$ cat src/hw/flash_pins_pkg.sv
// Purpose: Shared constants and types for the flash host pin front end.
// Assumes: One 25 MHz clock, the LPC clock.
// Notes: Array core, command decoder and lock registers live outside.
`default_nettype none
package flash_pins_pkg;
   localparam logic [3:0] LPC_START = 4'h0;
   localparam logic [1:0] CYC_MEMORY = 2'h1;
   localparam int CYC_DIR_BIT = 1;
   localparam logic [3:0] SYNC_READY = 4'h0;
   localparam logic [3:0] TAR_IDLE = 4'hf;
   localparam logic [2:0] ADDR_LAST = 3'h7;
   localparam logic [2:0] NIB_LAST = 3'h1;
   localparam int ADDR_ID_LSB = 19;
   localparam int ADDR_ID_MSB = 21;
   localparam int ADDR_MEM_BIT = 22;
   localparam int NUM_BLOCKS = 8;
   localparam int TOP_BLOCK = 7;
   localparam logic [7:0] SUSPEND_CMD = 8'hb0;
   localparam int PIN_W = 40;

   typedef enum logic [3:0] {
      ST_IDLE, ST_CYC, ST_ADDR, ST_WDATA, ST_TAR_IN, ST_SYNC, ST_RDATA, ST_TAR_OUT
   } lpc_state_t;

   // All asynchronous pins gathered so they can share one synchroniser bank.
   typedef struct packed {
      logic frame_n;
      logic [3:0] lad;
      logic [2:0] chip_select_strap;
      logic [4:0] aux_inputs;
      logic interface_select;
      logic interface_reset_n;
      logic cpu_reset_n;
      logic top_lock_n;
      logic main_lock_n;
      logic [10:0] mux_addr_lines;
      logic row_col_select;
      logic read_enable_n;
      logic write_strobe_n;
      logic [7:0] byte_lines;
   } pins_t;

   typedef struct packed {
      logic valid;
      logic we;
      logic [18:0] addr;
      logic [7:0] wdata;
   } core_req_t;
endpackage
`default_nettype wire

$ cat src/hw/flash_host_pin_control.sv
// Purpose: Pin-level front end of a boot flash, LPC and multiplexed programmer ports.
// Assumes: Every pin is synchronised before use; core answers reads one cycle after a request.
// Notes: Output enables are active low; high means the pin is released.
`timescale 1ns/1ps
`default_nettype none
module flash_host_pin_control
   import flash_pins_pkg::*;
(
   input wire logic i_clk,
   input wire logic i_sys_rst,
   input wire logic i_frame_n,
   input wire logic [3:0] i_lad,
   output logic [3:0] o_lad,
   output logic o_lad_oe_n,
   input wire logic [2:0] i_chip_select_strap,
   input wire logic [4:0] i_aux_inputs,
   input wire logic i_interface_select,
   input wire logic i_interface_reset_n,
   input wire logic i_cpu_reset_n,
   input wire logic i_top_lock_n,
   input wire logic i_main_lock_n,
   input wire logic [10:0] i_mux_addr_lines,
   input wire logic i_row_col_select,
   input wire logic i_read_enable_n,
   input wire logic i_write_strobe_n,
   input wire logic [7:0] i_byte_lines,
   output logic [7:0] o_byte_lines,
   output logic o_byte_lines_oe_n,
   output logic o_ready_busy_n,
   output logic o_ready_busy_oe_n,
   output core_req_t o_core_req,
   input wire logic [7:0] i_core_rdata,
   input wire logic i_pe_busy,
   input wire logic [NUM_BLOCKS-1:0] i_lock_reg,
   output logic [NUM_BLOCKS-1:0] o_block_protect,
   output logic o_cmd_reset,
   output logic o_mux_mode
);
   // Only suspend may reach the command interface while the controller runs.
   function automatic logic write_allowed(input logic [7:0] data, input logic busy);
      write_allowed = !busy || (data == SUSPEND_CMD);
   endfunction

   pins_t pins_raw;
   pins_t pins;
   logic [PIN_W-1:0] pins_vec;

   assign pins_raw = '{frame_n: i_frame_n, lad: i_lad,
      chip_select_strap: i_chip_select_strap, aux_inputs: i_aux_inputs,
      interface_select: i_interface_select, interface_reset_n: i_interface_reset_n,
      cpu_reset_n: i_cpu_reset_n, top_lock_n: i_top_lock_n, main_lock_n: i_main_lock_n,
      mux_addr_lines: i_mux_addr_lines, row_col_select: i_row_col_select,
      read_enable_n: i_read_enable_n, write_strobe_n: i_write_strobe_n,
      byte_lines: i_byte_lines};

   pin_sync #(.W(PIN_W)) u_sync (
      .i_clk(i_clk),
      .i_async(pins_raw),
      .o_sync(pins_vec)
   );
   assign pins = pins_t'(pins_vec);

   // Internal reset is the OR of both active-low reset pins and system reset.
   wire rst = i_sys_rst || !pins.interface_reset_n || !pins.cpu_reset_n;

   logic mux_mode_q;
   always_ff @(posedge i_clk) begin
      if (rst) begin
         mux_mode_q <= pins.interface_select;
      end
   end

   wire lpc_on = !mux_mode_q && !rst;
   wire mux_on = mux_mode_q && !rst;

   // Block protection: pin low forces protection, otherwise the lock register decides.
   genvar b;
   generate
      for (b = 0; b < NUM_BLOCKS; b++) begin : g_prot
         if (b == TOP_BLOCK) begin : g_top
            assign o_block_protect[b] = !pins.top_lock_n || i_lock_reg[b];
         end else begin : g_main
            assign o_block_protect[b] = !pins.main_lock_n || i_lock_reg[b];
         end
      end
   endgenerate

   logic [4:0] aux_q;
   always_ff @(posedge i_clk) begin
      if (rst) begin
         aux_q <= '0;
      end else begin
         aux_q <= pins.aux_inputs;
      end
   end

   // LPC frame tracking.
   lpc_state_t state_q, state_d;
   logic [2:0] cnt_q, cnt_d;
   logic write_q, write_d;
   logic [31:0] addr_q, addr_d;
   logic [7:0] wdata_q, wdata_d;
   logic [7:0] rdata_q;
   logic rd_pend_q;

   wire start_seen = !pins.frame_n && (pins.lad == LPC_START);
   wire [31:0] addr_next = {addr_q[27:0], pins.lad};
   wire [2:0] strap_addr = ~pins.chip_select_strap;
   wire id_match = (addr_next[ADDR_ID_MSB:ADDR_ID_LSB] == strap_addr);
   wire mem_space = addr_next[ADDR_MEM_BIT];
   wire cnt_last = (cnt_q == NIB_LAST);
   wire [2:0] cnt_inc = cnt_q + 3'h1;

   always_comb begin
      state_d = state_q;
      cnt_d = cnt_q;
      write_d = write_q;
      addr_d = addr_q;
      wdata_d = wdata_q;
      if (!pins.frame_n) begin
         cnt_d = '0;
         state_d = start_seen ? ST_CYC : ST_IDLE;
      end else begin
         unique case (state_q)
            ST_IDLE: begin
               state_d = ST_IDLE;
            end
            ST_CYC: begin
               write_d = pins.lad[CYC_DIR_BIT];
               state_d = (pins.lad[3:2] == CYC_MEMORY) ? ST_ADDR : ST_IDLE;
            end
            ST_ADDR: begin
               addr_d = addr_next;
               cnt_d = cnt_inc;
               if (cnt_q == ADDR_LAST) begin
                  cnt_d = '0;
                  if (!id_match) begin
                     state_d = ST_IDLE;
                  end else begin
                     state_d = write_q ? ST_WDATA : ST_TAR_IN;
                  end
               end
            end
            ST_WDATA: begin
               wdata_d = {pins.lad, wdata_q[7:4]};
               cnt_d = cnt_last ? '0 : cnt_inc;
               if (cnt_last) begin
                  state_d = ST_TAR_IN;
               end
            end
            ST_TAR_IN: begin
               cnt_d = cnt_last ? '0 : cnt_inc;
               if (cnt_last) begin
                  state_d = ST_SYNC;
               end
            end
            ST_SYNC: begin
               state_d = write_q ? ST_TAR_OUT : ST_RDATA;
            end
            ST_RDATA: begin
               cnt_d = cnt_last ? '0 : cnt_inc;
               if (cnt_last) begin
                  state_d = ST_TAR_OUT;
               end
            end
            ST_TAR_OUT: begin
               cnt_d = cnt_last ? '0 : cnt_inc;
               if (cnt_last) begin
                  state_d = ST_IDLE;
               end
            end
         endcase
      end
   end

   always_ff @(posedge i_clk) begin
      if (!lpc_on) begin
         state_q <= ST_IDLE;
         cnt_q <= '0;
         write_q <= 1'b0;
         addr_q <= '0;
         wdata_q <= '0;
      end else begin
         state_q <= state_d;
         cnt_q <= cnt_d;
         write_q <= write_d;
         addr_q <= addr_d;
         wdata_q <= wdata_d;
      end
   end

   // Core requests. A write is issued once both data nibbles are in, so an abort
   // during the turnaround can no longer cancel it.
   wire lpc_enter_tar = (state_q != ST_TAR_IN) && (state_d == ST_TAR_IN) && pins.frame_n;
   wire lpc_mem_req = lpc_on && lpc_enter_tar && addr_d[ADDR_MEM_BIT];
   wire lpc_rd_req = lpc_mem_req && !write_d;
   wire lpc_wr_req = lpc_mem_req && write_d && write_allowed(wdata_d, i_pe_busy);

   // Programmer port.
   logic rc_q, g_n_q, w_n_q;
   logic [10:0] row_q;
   logic [7:0] col_q;
   logic [7:0] byte_out_q;
   logic byte_oe_n_q;
   logic mux_rd_pend_q;

   wire rc_fall = rc_q && !pins.row_col_select;
   wire rc_rise = !rc_q && pins.row_col_select;
   wire g_fall = g_n_q && !pins.read_enable_n;
   wire w_rise = !w_n_q && pins.write_strobe_n;
   wire mux_rd_req = mux_on && g_fall;
   wire mux_wr_req = mux_on && w_rise
      && write_allowed(pins.byte_lines, i_pe_busy);

   always_ff @(posedge i_clk) begin
      if (rst) begin
         rc_q <= 1'b1;
         g_n_q <= 1'b1;
         w_n_q <= 1'b1;
         row_q <= '0;
         col_q <= '0;
      end else begin
         rc_q <= pins.row_col_select;
         g_n_q <= pins.read_enable_n;
         w_n_q <= pins.write_strobe_n;
         if (mux_on && rc_fall) begin
            row_q <= pins.mux_addr_lines;
         end
         if (mux_on && rc_rise) begin
            col_q <= pins.mux_addr_lines[7:0];
         end
      end
   end

   // Core request register, shared by both ports; only one port is ever live.
   core_req_t req_q, req_d;
   always_comb begin
      req_d = '0;
      if (lpc_rd_req || lpc_wr_req) begin
         req_d = '{valid: 1'b1, we: lpc_wr_req, addr: addr_d[18:0], wdata: wdata_d};
      end else if (mux_rd_req || mux_wr_req) begin
         req_d = '{valid: 1'b1, we: mux_wr_req, addr: {col_q, row_q},
            wdata: pins.byte_lines};
      end
   end

   always_ff @(posedge i_clk) begin
      if (rst) begin
         req_q <= '0;
         rd_pend_q <= 1'b0;
         mux_rd_pend_q <= 1'b0;
         rdata_q <= '0;
         byte_out_q <= '0;
      end else begin
         req_q <= req_d;
         rd_pend_q <= req_q.valid && !req_q.we && lpc_on;
         mux_rd_pend_q <= req_q.valid && !req_q.we && mux_on;
         if (lpc_enter_tar && !write_d && !addr_d[ADDR_MEM_BIT]) begin
            rdata_q <= {3'h0, aux_q};
         end else if (rd_pend_q) begin
            rdata_q <= i_core_rdata;
         end
         if (mux_rd_pend_q) begin
            byte_out_q <= i_core_rdata;
         end
      end
   end

   // LPC drive: sync, read data low nibble first, then one cycle of all ones.
   logic [3:0] lad_d;
   logic lad_oe_n_d;
   always_comb begin
      lad_d = TAR_IDLE;
      lad_oe_n_d = 1'b1;
      if (lpc_on && pins.frame_n) begin
         unique case (state_d)
            ST_SYNC: begin
               lad_d = SYNC_READY;
               lad_oe_n_d = 1'b0;
            end
            ST_RDATA: begin
               lad_d = (cnt_d == '0) ? rdata_q[3:0] : rdata_q[7:4];
               lad_oe_n_d = 1'b0;
            end
            ST_TAR_OUT: begin
               lad_d = TAR_IDLE;
               lad_oe_n_d = (cnt_d != '0);
            end
            default: begin
               lad_d = TAR_IDLE;
               lad_oe_n_d = 1'b1;
            end
         endcase
      end
   end

   logic [3:0] lad_q;
   logic lad_oe_n_q;
   always_ff @(posedge i_clk) begin
      if (rst) begin
         lad_q <= TAR_IDLE;
         lad_oe_n_q <= 1'b1;
         byte_oe_n_q <= 1'b1;
      end else begin
         lad_q <= lad_d;
         lad_oe_n_q <= lad_oe_n_d;
         byte_oe_n_q <= !(mux_on && !pins.read_enable_n);
      end
   end

   assign o_lad = lad_q;
   assign o_lad_oe_n = lad_oe_n_q;
   assign o_byte_lines = byte_out_q;
   assign o_byte_lines_oe_n = byte_oe_n_q;
   assign o_ready_busy_n = !i_pe_busy;
   assign o_ready_busy_oe_n = !mux_on;
   assign o_core_req = req_q;
   assign o_cmd_reset = rst;
   assign o_mux_mode = mux_mode_q;
endmodule
`default_nettype wire

$ cat src/hw/pin_sync.sv
// Purpose: Two-flop synchroniser bank for pins arriving from outside.
// Assumes: Inputs are asynchronous to i_clk.
// Notes: Not reset, so reset pins themselves can pass through it.
`timescale 1ns/1ps
`default_nettype none
module pin_sync #(
   parameter int W = 1
) (
   input wire logic i_clk,
   input wire logic [W-1:0] i_async,
   output logic [W-1:0] o_sync
);
   logic [W-1:0] meta_q;
   logic [W-1:0] sync_q;

   always_ff @(posedge i_clk) begin
      meta_q <= i_async;
      sync_q <= meta_q;
   end

   assign o_sync = sync_q;
endmodule
`default_nettype wire
$ cat config.mk
export PLATFORM = sky130hd
export DESIGN_NAME = flash_host_pin_control
export DESIGN_NICKNAME = d
export VERILOG_FILES = /design/src/hw/flash_pins_pkg.sv /design/src/hw/flash_host_pin_control.sv /design/src/hw/pin_sync.sv
export SDC_FILE = /design/constraint.sdc
export NUM_CORES = 1
export LEC_CHECK = 0
export ABC_CLOCK_PERIOD_IN_PS = 2800
export BUFFER_PORTS_ARGS = -buffer_cell sky130_fd_sc_hd__buf_4
export CAP_MARGIN = 5
export CORE_MARGIN = 1
export CORE_UTILIZATION = 54
export DETAILED_ROUTE_END_ITERATION = 8
export PLACE_DENSITY = 0.78
export RECOVER_POWER = 100
export SLEW_MARGIN = 30
export SYNTH_ARGS = -nofsm -noshare
export SYNTH_HDL_FRONTEND = slang
export SYNTH_SLANG_ARGS = --single-unit
$ cat constraint.sdc
create_clock -name i_clk -period 2.8 [get_ports i_clk]
set_input_delay 0.56 -clock i_clk [delete_from_list [all_inputs] [get_ports i_clk]]
set_output_delay 0.56 -clock i_clk [all_outputs]
set_load 0.03 [all_outputs]
# Yosys cells after proc, flatten, opt, wreduce, memory -nomap -nowiden

Cells that the tools add are included.

Equality and inequality tests: 18
Bitwise operators: 2
Muxes and demuxes: 29
$add $sub $neg: 1
Reductions and logical operators: 67

Operators with widths:

| operator                                                                | number |
|---|---|
| 29-bit two-way mux                                                      | 2 |
| 23-bit two-way mux                                                      | 2 |
| 4-bit by 3-bit equality test with 1-bit output, second input constant   | 8 |
| 4-bit case mux with 8 select lines                                      | 1 |
| 4-bit two-way mux                                                       | 7 |
| 1-bit logical AND                                                       | 26 |
| 1-bit zero test                                                         | 17 |
| 8-bit equality test, second input constant                              | 2 |
| 8-bit two-way mux                                                       | 2 |
| 3-bit two-way mux                                                       | 5 |
| 1-bit logical OR                                                        | 14 |
| 5-bit two-way mux                                                       | 2 |
| 4-bit by 2-bit equality test with 1-bit output, second input constant   | 2 |
| 4-bit zero test                                                         | 2 |
| 4-bit case mux with 2 select lines                                      | 1 |
| 3-bit case mux with 2 select lines                                      | 1 |
| 2-bit OR reduction                                                      | 3 |
| 4-bit by 1-bit equality test with 1-bit output, second input constant   | 1 |
| 1-bit two-way mux                                                       | 4 |
| 4-bit by 3-bit inequality test with 1-bit output, second input constant | 1 |
| 4-bit OR reduction                                                      | 1 |
| 3-bit by 1-bit adder with 3-bit output, second input constant           | 1 |
| 3-bit by 1-bit equality test with 1-bit output, second input constant   | 1 |
| 3-bit equality test                                                     | 1 |
| other kinds (10)                                                        | 10 |

Register bits after elaboration: 200
Word-level logic and storage cells: 144

# Logic depth before layout (Yosys ltp)

Gate-level depths: netlist (run 1).

Depth after elaboration: 15
Mapped depth: 11
Gate-level depth less buffers: 8

# Hierarchy

Synthesis (run 1) repeated with hierarchy kept, for this count alone.

Cell total of the unflattened synthesis: 571
Area total of the unflattened synthesis: 6303.5 µm²

By module, submodules not included:

| module                 | times used | cells an instance | area each (µm²) |
|---|---|---|---|
| flash_host_pin_control | 1          | 491               | 4702.0 |
| pin_sync               | 1          | 80                | 1601.5 |

# Worst setup path after synthesis (run 1)

Ideal clock, no wire load.

Kind: register to register
From: register cnt_q[0]
To: register req_q, in the netlist o_core_req[15]
Arrival time: 2.296 ns
Library setup time: 0.067 ns
Stages on the path, launching flop included: 11
Slack: 0.437 ns
Period minus slack after synthesis: 2.363 ns
Cells stage by stage: dfxtp_1 ha_1 nand2b_4 buf_6 a211oi_1 or2_2 a311oi_4 or4_1 buf_6 buf_12 o21ai_2

Cells in the longest elaborated chain, start to end: 13

RTL lines:

| element                                                                                      | line                                                         | text |
|---|---|---|
| from (decl)                                                                                  | flash_host_pin_control.sv:99                                 | `logic [2:0] cnt_q, cnt_d;` |
| from (signal assigned)                                                                       | flash_host_pin_control.sv:185                                | `cnt_q <= cnt_d;` |
| 3-bit by 1-bit equality test with 1-bit output / 3-bit equality test (equally long branches) | flash_host_pin_control.sv:111, flash_host_pin_control.sv:135 |  |
| 4-bit two-way mux (on tied branches)                                                         | -                                                            |  |
| 4-bit case mux with 8 select lines (*)                                                       | flash_host_pin_control.sv:124                                | `unique case (state_q)` |
| 4-bit two-way mux (*)                                                                        | flash_host_pin_control.sv:120                                | `if (!pins.frame_n) begin` |
| 4-bit by 3-bit equality test with 1-bit output (*)                                           | flash_host_pin_control.sv:194                                | `wire lpc_enter_tar = (state_q != ST_TAR_IN) && (state_d == ST_TAR_IN) && pins.frame_n;` |
| 1-bit logical AND (*) (2 in a row)                                                           | flash_host_pin_control.sv:194                                |  |
| 1-bit logical AND (*) (2 in a row)                                                           | flash_host_pin_control.sv:195                                | `wire lpc_mem_req = lpc_on && lpc_enter_tar && addr_d[ADDR_MEM_BIT];` |
| 1-bit logical AND (2 in a row)                                                               | flash_host_pin_control.sv:197                                | `wire lpc_wr_req = lpc_mem_req && write_d && write_allowed(wdata_d, i_pe_busy);` |
| 1-bit logical OR (*)                                                                         | flash_host_pin_control.sv:239                                | `if (lpc_rd_req \|\| lpc_wr_req) begin` |
| 29-bit two-way mux (*)                                                                       | flash_host_pin_control.sv:239                                |  |
| to (signal assigned)                                                                         | flash_host_pin_control.sv:255                                | `req_q <= req_d;` |
| to (decl)                                                                                    | flash_host_pin_control.sv:236                                | `core_req_t req_q, req_d;` |

Mark *: on every way between the ends. The rest lies on a longest branch, timed or not.
A chain may end at the register's enable or synchronous reset.

# Worst setup path in the final report (run 1)

From: register cnt_q[0]
To: register req_q, in the netlist o_core_req[7]

Same word-level chain as after synthesis.

==> flow_summary_export.csv, run 1 <==
group,metric,value,unit
worst_setup_path,reg2reg_depth,8,
cts,clk_pin_slew,0.07,ns
drt,drc,0,
floorplanning,fp.dieH,110.6,um
global_route,antenna_found_initial,0,
layout,num_antenna_cells,0,
drt,wire_per_inst,15.25,um
drt,num_vias,4407,
timing,drv_slew,0,
global_route,grt_overflow_total,0,
pwr,power_frac_clock,44.0,%
global_route,first_global_vias,4319,
placement,dp_cells,816,
worst_setup_path,cp.required,3.15,ns
pwr,p_per_area,716.4,mW/mm^2
layout,drive_above_1_share,15.04,%
yosys,yosys_warnings,0,
layout,fillCellCount,898,
layout,multi_input_area,0.002142,sq mm
yosys,avgSynthCellArea,11.04,sq um
layout,final_nets,754,
pwr,p_leak,2.743,nW
worst_setup_path,crit_type,"register to register",
yosys,syn_inst,577,
pwr,p_int,4.238,mW
run,max_cap_viol_count,0,
timing,post-route-period-util,93.26,%
timing,final.setup_skew,0.007815,ns
pwr,pwr-share-comb,2.6,%
pwr,switching_share,22.21,%
yosys,synth-simple-area-share,15.46,%
layout,syn2layout_area_growth,19.36,%
cts,cts_hold_buf,0,
yosys,async_flop_share,0,%
run_status,outcome,"complete, no violations",
floorplanning,core_area,0.01147,sq mm
yosys,synthMuxAreaShare,8.798,%
cts,clock_sinks,197,
drt,postRouteWirelength,12.93,mm
yosys,synthAdderAreaFrac,0.5892,%
yosys,syn_nets,639,
drt,ant_nets,0,
global_route,grt_max_degree,32,
worst_setup_path,worst_setup_path_end_kind,"register",
cts,cts_tree,"built",
timing,fmax,383.0,MHz
global_route,track_usage,22.36,%
min_path,min_path_cells,1,
pwr,p_switching,1.210,mW
placement,portBuffers,113,
yosys,synth_cell_types,56,
layout,design_area,0.007605,sq mm
placement,gp_congestion,0.8305,
floorplanning,num_rows,39,
yosys,synth_compound_area_share,9.544,%
drt,drt_iter0_drc,242,
timing,tightest_slew,1.403,ns
worst_setup_path,critPathLaunchType,"register",
yosys,synth_xor_area_share,0.5499,%
pwr,power,5.448,mW
yosys,seq_area_frac_synth,62.06,%
timing,setup_tns,0,ns
cts,post_cts_buffers,0,
yosys,synth_flop_cell,"dfxtp_1",
placement,dp_hpwl,9.107,mm
cts,root_buffer,"clkbuf_16",
layout,regArea,0.003954,sq mm
cts,cts_max_path_buffers,2,
timing,setup-violations-final,0,
floorplanning,dieWidth,110.6,um
timing,post-route-min-period,2.611,ns
yosys,synth_top_family_by_area,"simple AND/OR/NAND/NOR gates",
timing,worst_slew_margin_rel,6.439,%
cts,cts_htree_levels,4,
cts,cts_buffers,17,
floorplanning,initial_core_util,55.56,%
worst_setup_path,worstPathArrival,2.96,ns
placement,place_ws,0.2636,ns
timing,rsz0062_at_grt,"false",
min_path,min_path_type,"input port to register",
cts,clk_latency,0.43,ns
pwr,peakVddDrop,0.0006017,V
layout,final_cells,848,
timing,fin_ws,0.1887,ns
timing,hold_violations,0,
global_route,grt_pass1_wl,21.38,mm
worst_setup_path,crit_fanout,28,
pwr,seqPwrFrac,53.4,%
yosys,ys_seq_elements,197,
cts,cts.repair.resized,0,
floorplanning,ios,114,
drt,vias_per_cell,5.197,
yosys,synth_edf_count,1,
yosys,syn-cell-area,0.006371,sq mm
drt,drt_first_pass_iters,4,
floorplanning,dieArea,0.01224,sq mm
placement,postPlaceCellArea,0.007326,sq mm
-- cells in the final DEF (no fill, tap or decap), types with 3 or more instances in the layout --
| master | count |
|---|---|
| a211oi_1 | 4 |
| a21oi_1 | 6 |
| and2_1 | 5 |
| and4b_1 | 3 |
| buf_4 | 22 |
| clkbuf_1 | 59 |
| clkbuf_16 | 17 |
| clkbuf_4 | 39 |
| dfxtp_1 | 196 |
| ha_1 | 3 |
| inv_1 | 6 |
| inv_6 | 4 |
| inv_8 | 3 |
| mux2i_1 | 56 |
| nand2_1 | 71 |
| nand2b_1 | 21 |
| nand3_1 | 3 |
| nand4b_1 | 3 |
| nor2_1 | 58 |
| nor2b_1 | 5 |
| nor3_1 | 7 |
| nor3b_1 | 4 |
| nor4_1 | 4 |
| o211ai_1 | 13 |
| o21ai_0 | 42 |
| o21ai_2 | 3 |
| xnor2_1 | 4 |
-- power by group through the flow --
| stage | combinational, mW | sequential (mW) | clock, mW |
|---|---|---|---|
| 4_1_cts | 0.159 | 2.91 | 2.45 |
| 6_report | 0.144 | 2.91 | 2.40 |
| 5_1_grt | 0.155 | 2.91 | 2.58 |
| 3_3_place_gp | 0.155 | 2.97 | 0 |
| 3_5_place_dp | 0.158 | 2.97 | 0 |
| 2_1_floorplan | 0.0594 | 2.96 | 0 |
-- state kept, by name, summed over array words and instances (netlist names), 3 cells and up --
register / count
u_sync.meta_q: 40
u_sync.o_sync: 40
o_core_req: 29
addr_q: 20
row_q: 11
col_q: 8
o_byte_lines: 8
rdata_q: 8
wdata_q: 8
aux_q: 5
o_lad: 4
state_q: 4
cnt_q: 3
-- synthesized netlist by cell type (7+ instances only) --
library cell	count	area, sq um
dfxtp_1	196	3924
nand2_1	71	266.5
nor2_1	58	217.7
mux2i_1	56	560.5
o21ai_0	25	125.1
nand2b_1	20	125.1
o21ai_2	20	175.2
clkbuf_1	16	60.06
o211ai_1	13	97.59
and2_1	7	43.79
nor3_1	7	35.03
-- logic make-up (layout without fill, tap and decap cells) --
family	count (synthesis)	after routing
DFF	197	197
muxes	56	56
AOI/OAI and AO/OA	84	84
buffers and inverters	33	161
adders and majority gates	3	3
xor gates and xnor gates	4	4
other	1	1
and+or+nand+nor	199	199
-- worst max-delay path, stage by stage, from the launching register on --
cell      delay (ns)
dfxtp_1         0.43
ha_1            0.22
nand2b_1        0.19
a211oi_1        0.36
or2_2           0.21
a311oi_4        0.12
or4_1           0.61
buf_12          0.20
o21ai_0         0.19
-- path summary, 6_finish.rpt --
check | from | endpoint | slack [ns]
worst max-delay path | cnt_q[0]$_SDFF_PN0_ | o_core_req[7]$_SDFF_PP0_ | 0.19
worst min-delay path | i_mux_addr_lines[9] | u_sync.meta_q[20]$_DFF_P_ | 0.24
worst max register to register | cnt_q[0]$_SDFF_PN0_ | o_core_req[7]$_SDFF_PP0_ | 0.19
worst min register to register | u_sync.meta_q[33]$_DFF_P_ | u_sync.o_sync[33]$_DFF_P_ | 0.33
-- final cells by class --
class | instances | area share (%)
timing repair buffer | 123 | 9.329
inverter | 6 | 0.2962
clock inverter | 14 | 2.089
clock buffer | 18 | 5.775
multi-input combinational | 347 | 28.17
sequential | 197 | 51.99
tap | 143 | 2.353
-- through the flow --
step | util, % | hold WS [ns]
after floorplan | - | 0.3096
after detailed placement | 63.88 | 0.3121
after CTS | 69.10 | 0.2065
after global placement | 63.88 | 0.3110
after global routing | 66.32 | 0.2195
final | 66.32 | 0.2445
-- routing by layer --
layer  vias up  share of wire [%]  global-route usage (%)
li1       2194                  -                       -
met1      2066                 44                   28.06
met2       132                 49                   36.44
met3        15                5.7                   6.806
met4         0                1.2                   7.911
met5         -                  0                       0
(Power assumes the default switching activity.)
==> inputs of run 2 (changes only) <==
ABC_CLOCK_PERIOD_IN_PS = 3010   (was 2800)
CORE_UTILIZATION = 59   (was 54)
PLACE_DENSITY = 0.84   (was 0.78)
clock period = 3.01 ns   (was 2.8 ns; I/O delays follow)
==> run 2 against run 1 <==
Power fell by 6.9%. Sequential share of layout area grew 0.21 points. Clock skew about the same. Critical path type unchanged. Critical endpoint is now rdata_q[3]$_SDFFE_PP0P_. Highest routed layer unchanged.
==> flow_summary_export.csv, run 2 (synthesis results as in run 1) <==
group,metric,value,unit
floorplanning,num_rows,37,
worst_setup_path,r2r_setup_slack,0.34,ns
floorplanning,ios,114,
worst_setup_path,startpoint,"cnt_q[0]$_SDFF_PN0_",
layout,drive_above_1_share,14.49,%
timing,setup-violations-final,0,
floorplanning,dieArea,0.01122,sq mm
layout,syn2layout_area_growth,18.87,%
worst_setup_path,path_cells,"ha_1 > nand2b_4 > a211oi_1 > or2_2 > a311oi_4 > nor4_2 > mux2i_1",
global_route,grt_overflow_total,0,
worst_setup_path,cp.required,3.48,ns
drt,wire_per_inst,15.69,um
placement,dp_hpwl,9.003,mm
floorplanning,initial_core_util,61.17,%
layout,num_antenna_cells,0,
layout,layout_commonest_cell,"dfxtp_1",
cts,post_cts_buffers,0,
pwr,p_per_area,669.8,mW/mm^2
run,max_cap_viol_count,0,
worst_setup_path,crit_type,"register to register",
floorplanning,fp.dieH,105.9,um
pwr,peakVddDrop,0.0006551,V
min_path,min_path_type,"input port to register",
timing,drv_slew,0,
cts,cts_hold_buf,0,
cts,cts_buffers,17,
pwr,p_leak,2.719,nW
cts,root_buffer,"clkbuf_8",
worst_setup_path,cpMaxStageDelayCell,"nor4_2",
global_route,grt_max_degree,32,
timing,fmax,373.9,MHz
drt,num_vias,4495,
layout,regArea,0.003954,sq mm
worst_setup_path,worstPathArrival,3.14,ns
drt,vias_per_cell,5.351,
cts,clock_sinks,197,
global_route,first_global_vias,4481,
cts,cts_htree_levels,4,
global_route,grt_pass1_wl,21.80,mm
placement,gp_congestion,0.9005,
global_route,antenna_found_initial,0,
placement,portBuffers,113,
worst_setup_path,critPathBufInv,0,
cts,cts.repair.resized,0,
floorplanning,core_area,0.01042,sq mm
global_route,track_usage,25.50,%
timing,setup_tns,0,ns
pwr,power,5.073,mW
layout,final_cells,840,
worst_setup_path,critPathLaunchType,"register",
worst_setup_path,max_stage_delay,0.87,ns
timing,worst_slew_margin_rel,12.74,%
layout,final_nets,753,
min_path,worst_hold_startpoint,"i_aux_inputs[0]",
worst_setup_path,crit_fanout,8,
drt,drt_first_pass_iters,5,
timing,hold_violations,0,
timing,post-route-period-util,88.85,%
run_status,outcome,"complete, no violations",
timing,rsz0062_at_grt,"false",
drt,drt_iter0_drc,218,
timing,tightest_slew,1.309,ns
drt,ant_nets,0,
worst_setup_path,path_delay_family,"simple AND/OR/NAND/NOR gates",
drt,drc,0,
worst_setup_path,r2r_start,"cnt_q[0]$_SDFF_PN0_",
cts,clk_pin_slew,0.07,ns
timing,whs,0.1800,ns
cts,clk_latency,0.54,ns
layout,fillCellCount,766,
timing,final.setup_skew,0.008039,ns
drt,postRouteWirelength,13.18,mm
cts,cts_tree,"built",
layout,multi_input_area,0.002150,sq mm
timing,post-route-min-period,2.674,ns
floorplanning,dieWidth,105.9,um
layout,final_cell_mix,"dfxtp_1, nand2_1, clkbuf_1, nor2_1, mux2i_1",
cts,cts_max_path_buffers,2,
worst_setup_path,worst_setup_path_end_kind,"register",
placement,dp_cells,808,
run 2: cell count changes in the layout (fill, tap and decap cells not counted), moves of 2 or more:
cell	change
clkbuf_1	+3
buf_4	-2
o21ai_0	+2
clkinv_8	-2
run 2: worst paths after layout:
kind | to | cells past startpoint
min reg2reg | u_sync.o_sync[37]$_DFF_P_ | 0
max reg2reg | rdata_q[3]$_SDFFE_PP0P_ | 7
min | u_sync.meta_q[27]$_DFF_P_ | 1
max | rdata_q[3]$_SDFFE_PP0P_ | 7
run 2: final cells by class:
class,count,share of cell area (%)
Sequential cell,197,52.21
Inverter,6,0.2974
Tap cell,136,2.247
Clock buffer,19,5.700
Timing Repair Buffer,122,9.037
Multi-Input combinational cell,347,28.38
Clock inverter,13,2.131
run 2: where the power goes:
part           leakage, nW  switching [mW]  internal [mW]
Clock                0.291           0.998           1.24
Sequential            1.62          0.0330           2.67
Combinational        0.807          0.0662         0.0651
Total                 2.72            1.10           3.98
run 2: routing by layer:
| layer | vias up | global-route usage [%] | wire length (um) |
|---|---|---|---|
| met4 | 0 | 11.71 | 356 |
| met2 | 169 | 42.44 | 6376 |
| li1 | 2185 | - | - |
| met3 | 33 | 7.235 | 809 |
| met1 | 2108 | 30.61 | 5636 |
| met5 | - | 0 | 0 |
run 2: stage by stage:
stage	cell area [sq um]	setup WS, ns	util (%)
after global placement	7297	0.4902	70.05
after detailed placement	7297	0.3545	70.05
after CTS	7890	0.3345	75.75
after floorplan	6371	0.6470	-
final	7574	0.3358	72.71
after global routing	7574	0.1367	72.71
==> inputs of run 3 (changes only) <==
CORE_UTILIZATION = 45   (was 59)
GPL_TIMING_DRIVEN = 0   (was not set)
PLACE_DENSITY = 0.67   (was 0.84)
==> run 3 against run 2 <==
Clock skew increased by 0.0018 ns. Largest power group unchanged. Sequential share of layout area decreased by 1.4 points. Die area increased by 30%. Fmax decreased by 5.4%. Critical path type unchanged. Clock-buffer cell count unchanged.
==> flow_summary_export.csv, run 3 (synthesis results as in run 1) <==
group,metric,value,unit
timing,fmax,353.7,MHz
floorplanning,num_rows,43,
layout,syn2layout_area_growth,22.13,%
cts,cts_tree,"built",
cts,cts_htree_levels,4,
cts,cts_buffers,17,
floorplanning,dieWidth,121.0,um
floorplanning,fp.dieH,121.0,um
placement,dp_hpwl,9.276,mm
placement,dp_cells,870,
worst_setup_path,r2r_setup_slack,0.18,ns
timing,final.setup_skew,0.009838,ns
drt,vias_per_cell,4.805,
drt,num_vias,4334,
drt,dr_wl_met2,5.762,mm
timing,tightest_slew,0.8655,ns
worst_setup_path,cp.required,3.36,ns
drt,ant_nets,0,
floorplanning,core_area,0.01383,sq mm
run_status,outcome,"complete, no violations",
worst_setup_path,startpoint,"cnt_q[0]$_SDFF_PN0_",
timing,post-route-min-period,2.827,ns
cts,root_buffer,"clkbuf_16",
drt,wl_met3,851,um
layout,final_cells,902,
drt,drt_first_pass_iters,4,
timing,worst_slew_margin_rel,41.69,%
pwr,p_leak,2.782,nW
timing,setup_tns,0,ns
timing,setup-violations-final,0,
worst_setup_path,r2r-end,"o_core_req[23]$_SDFF_PP0_",
placement,postPlaceCellArea,0.007445,sq mm
cts,cts_hold_buf,0,
global_route,grt_pass1_wl,20.88,mm
drt,highest_layer,"met4",
layout,drive_above_1_share,15.65,%
cts,cts_max_path_buffers,2,
cts,cts.repair.resized,0,
layout,num_antenna_cells,0,
timing,drv_slew,0,
layout,final_nets,771,
global_route,track_usage,18.76,%
min_path,min_path_type,"input port to register",
global_route,grt_max_degree,20,
drt,wire_per_inst,14.17,um
cts,clk_latency,0.44,ns
worst_setup_path,reg2reg_depth,10,
cts,clk_pin_slew,0.07,ns
floorplanning,initial_core_util,46.08,%
worst_setup_path,critPathLaunchType,"register",
pwr,peakVddDrop,0.0004249,V
floorplanning,ios,114,
run,max_cap_viol_count,0,
drt,drc,0,
worst_setup_path,crit_type,"register to register",
cts,clock_sinks,197,
pwr,power,5.103,mW
global_route,grt_overflow_total,0,
timing,post-route-period-util,93.92,%
placement,portBuffers,113,
drt,postRouteWirelength,12.78,mm
global_route,antenna_found_initial,0,
worst_setup_path,crit_fanout,10,
layout,final_cell_mix,"dfxtp_1, clkbuf_1, nand2_1, nor2_1, mux2i_1",
layout,design_area,0.007781,sq mm
timing,whs,0.2813,ns
timing,rsz0062_at_grt,"false",
worst_setup_path,endpoint,"o_core_req[23]$_SDFF_PP0_",
drt,wl_met1,5.969,mm
layout,layout_commonest_cell,"dfxtp_1",
cts,post_cts_buffers,0,
worst_setup_path,worstPathArrival,3.18,ns
pwr,p_per_area,655.8,mW/mm^2
global_route,first_global_vias,4249,
worst_setup_path,r2r_start,"cnt_q[0]$_SDFF_PN0_",
drt,drt_iter0_drc,193,
worst_setup_path,worst_setup_path_end_kind,"register",
timing,hold_violations,0,
placement,gp_congestion,0.8220,
floorplanning,dieArea,0.01464,sq mm
==> run 3: cell count changes in the layout (fill, tap and decap cells not counted), sizes merged <==
cell and delta:
buf +5, bufinv -1, clkbuf +13, clkinv -1
inv +2
==> run 3: stage by stage <==
step | utilization [%] | setup slack [ns]
global route | 56.28 | 0.1238
floorplan | - | 0.6470
global placement | 53.84 | 0.4133
detailed placement | 53.84 | 0.3734
finish | 56.28 | 0.1829
CTS | 58.14 | 0.3446
==> run 3: worst min-delay path by stage <==
stage | end | start | depth (start not counted)
2_1_floorplan | u_sync.o_sync[0]$_DFF_P_ | u_sync.meta_q[0]$_DFF_P_ | 0
3_3_place_gp | u_sync.o_sync[24]$_DFF_P_ | u_sync.meta_q[24]$_DFF_P_ | 0
3_5_place_dp | u_sync.o_sync[27]$_DFF_P_ | u_sync.meta_q[27]$_DFF_P_ | 0
4_1_cts | u_sync.meta_q[30]$_DFF_P_ | i_aux_inputs[3] | 1
5_1_grt | u_sync.meta_q[29]$_DFF_P_ | i_aux_inputs[2] | 1
6_report | u_sync.meta_q[4]$_DFF_P_ | i_byte_lines[4] | 1
==> run 3: area by class of cell <==
| cell class | count | area, sq um |
|---|---|---|
| fill | 1226 | 6046 |
| timing repair buffer | 113 | 641.9 |
| tap | 180 | 225.2 |
| buffer | 27 | 162.7 |
| clock buffer | 19 | 442.9 |
| inverter | 6 | 22.52 |
| clock inverter | 13 | 151.4 |
| multi-input combinational | 347 | 2181 |
| sequential | 197 | 3954 |
==> run 3: per-layer routing <==
metal / track usage, % / up-vias
met2: 28.29 / 117
li1: - / 2219
met4: 8.565 / 0
met1: 24.63 / 1981
met3: 5.639 / 17
met5: 0 / -
==> run 3: critical path: stages (launching register included) <==
cell,delay (ns)
dfxtp_1,0.43
ha_1,0.28
nand2b_4,0.06
buf_6,0.13
a31o_1,0.20
o21ai_0,0.28
o211ai_1,0.27
or4_1,0.57
buf_6,0.17
buf_12,0.14
o21ai_0,0.19
==> run 3: power by group <==
group	switching [mW]	leakage [nW]	internal (mW)	total, mW
logic	0.0684	0.871	0.0665	0.135
clock network	1.06	0.290	1.21	2.27
registers	0.0300	1.62	2.67	2.70
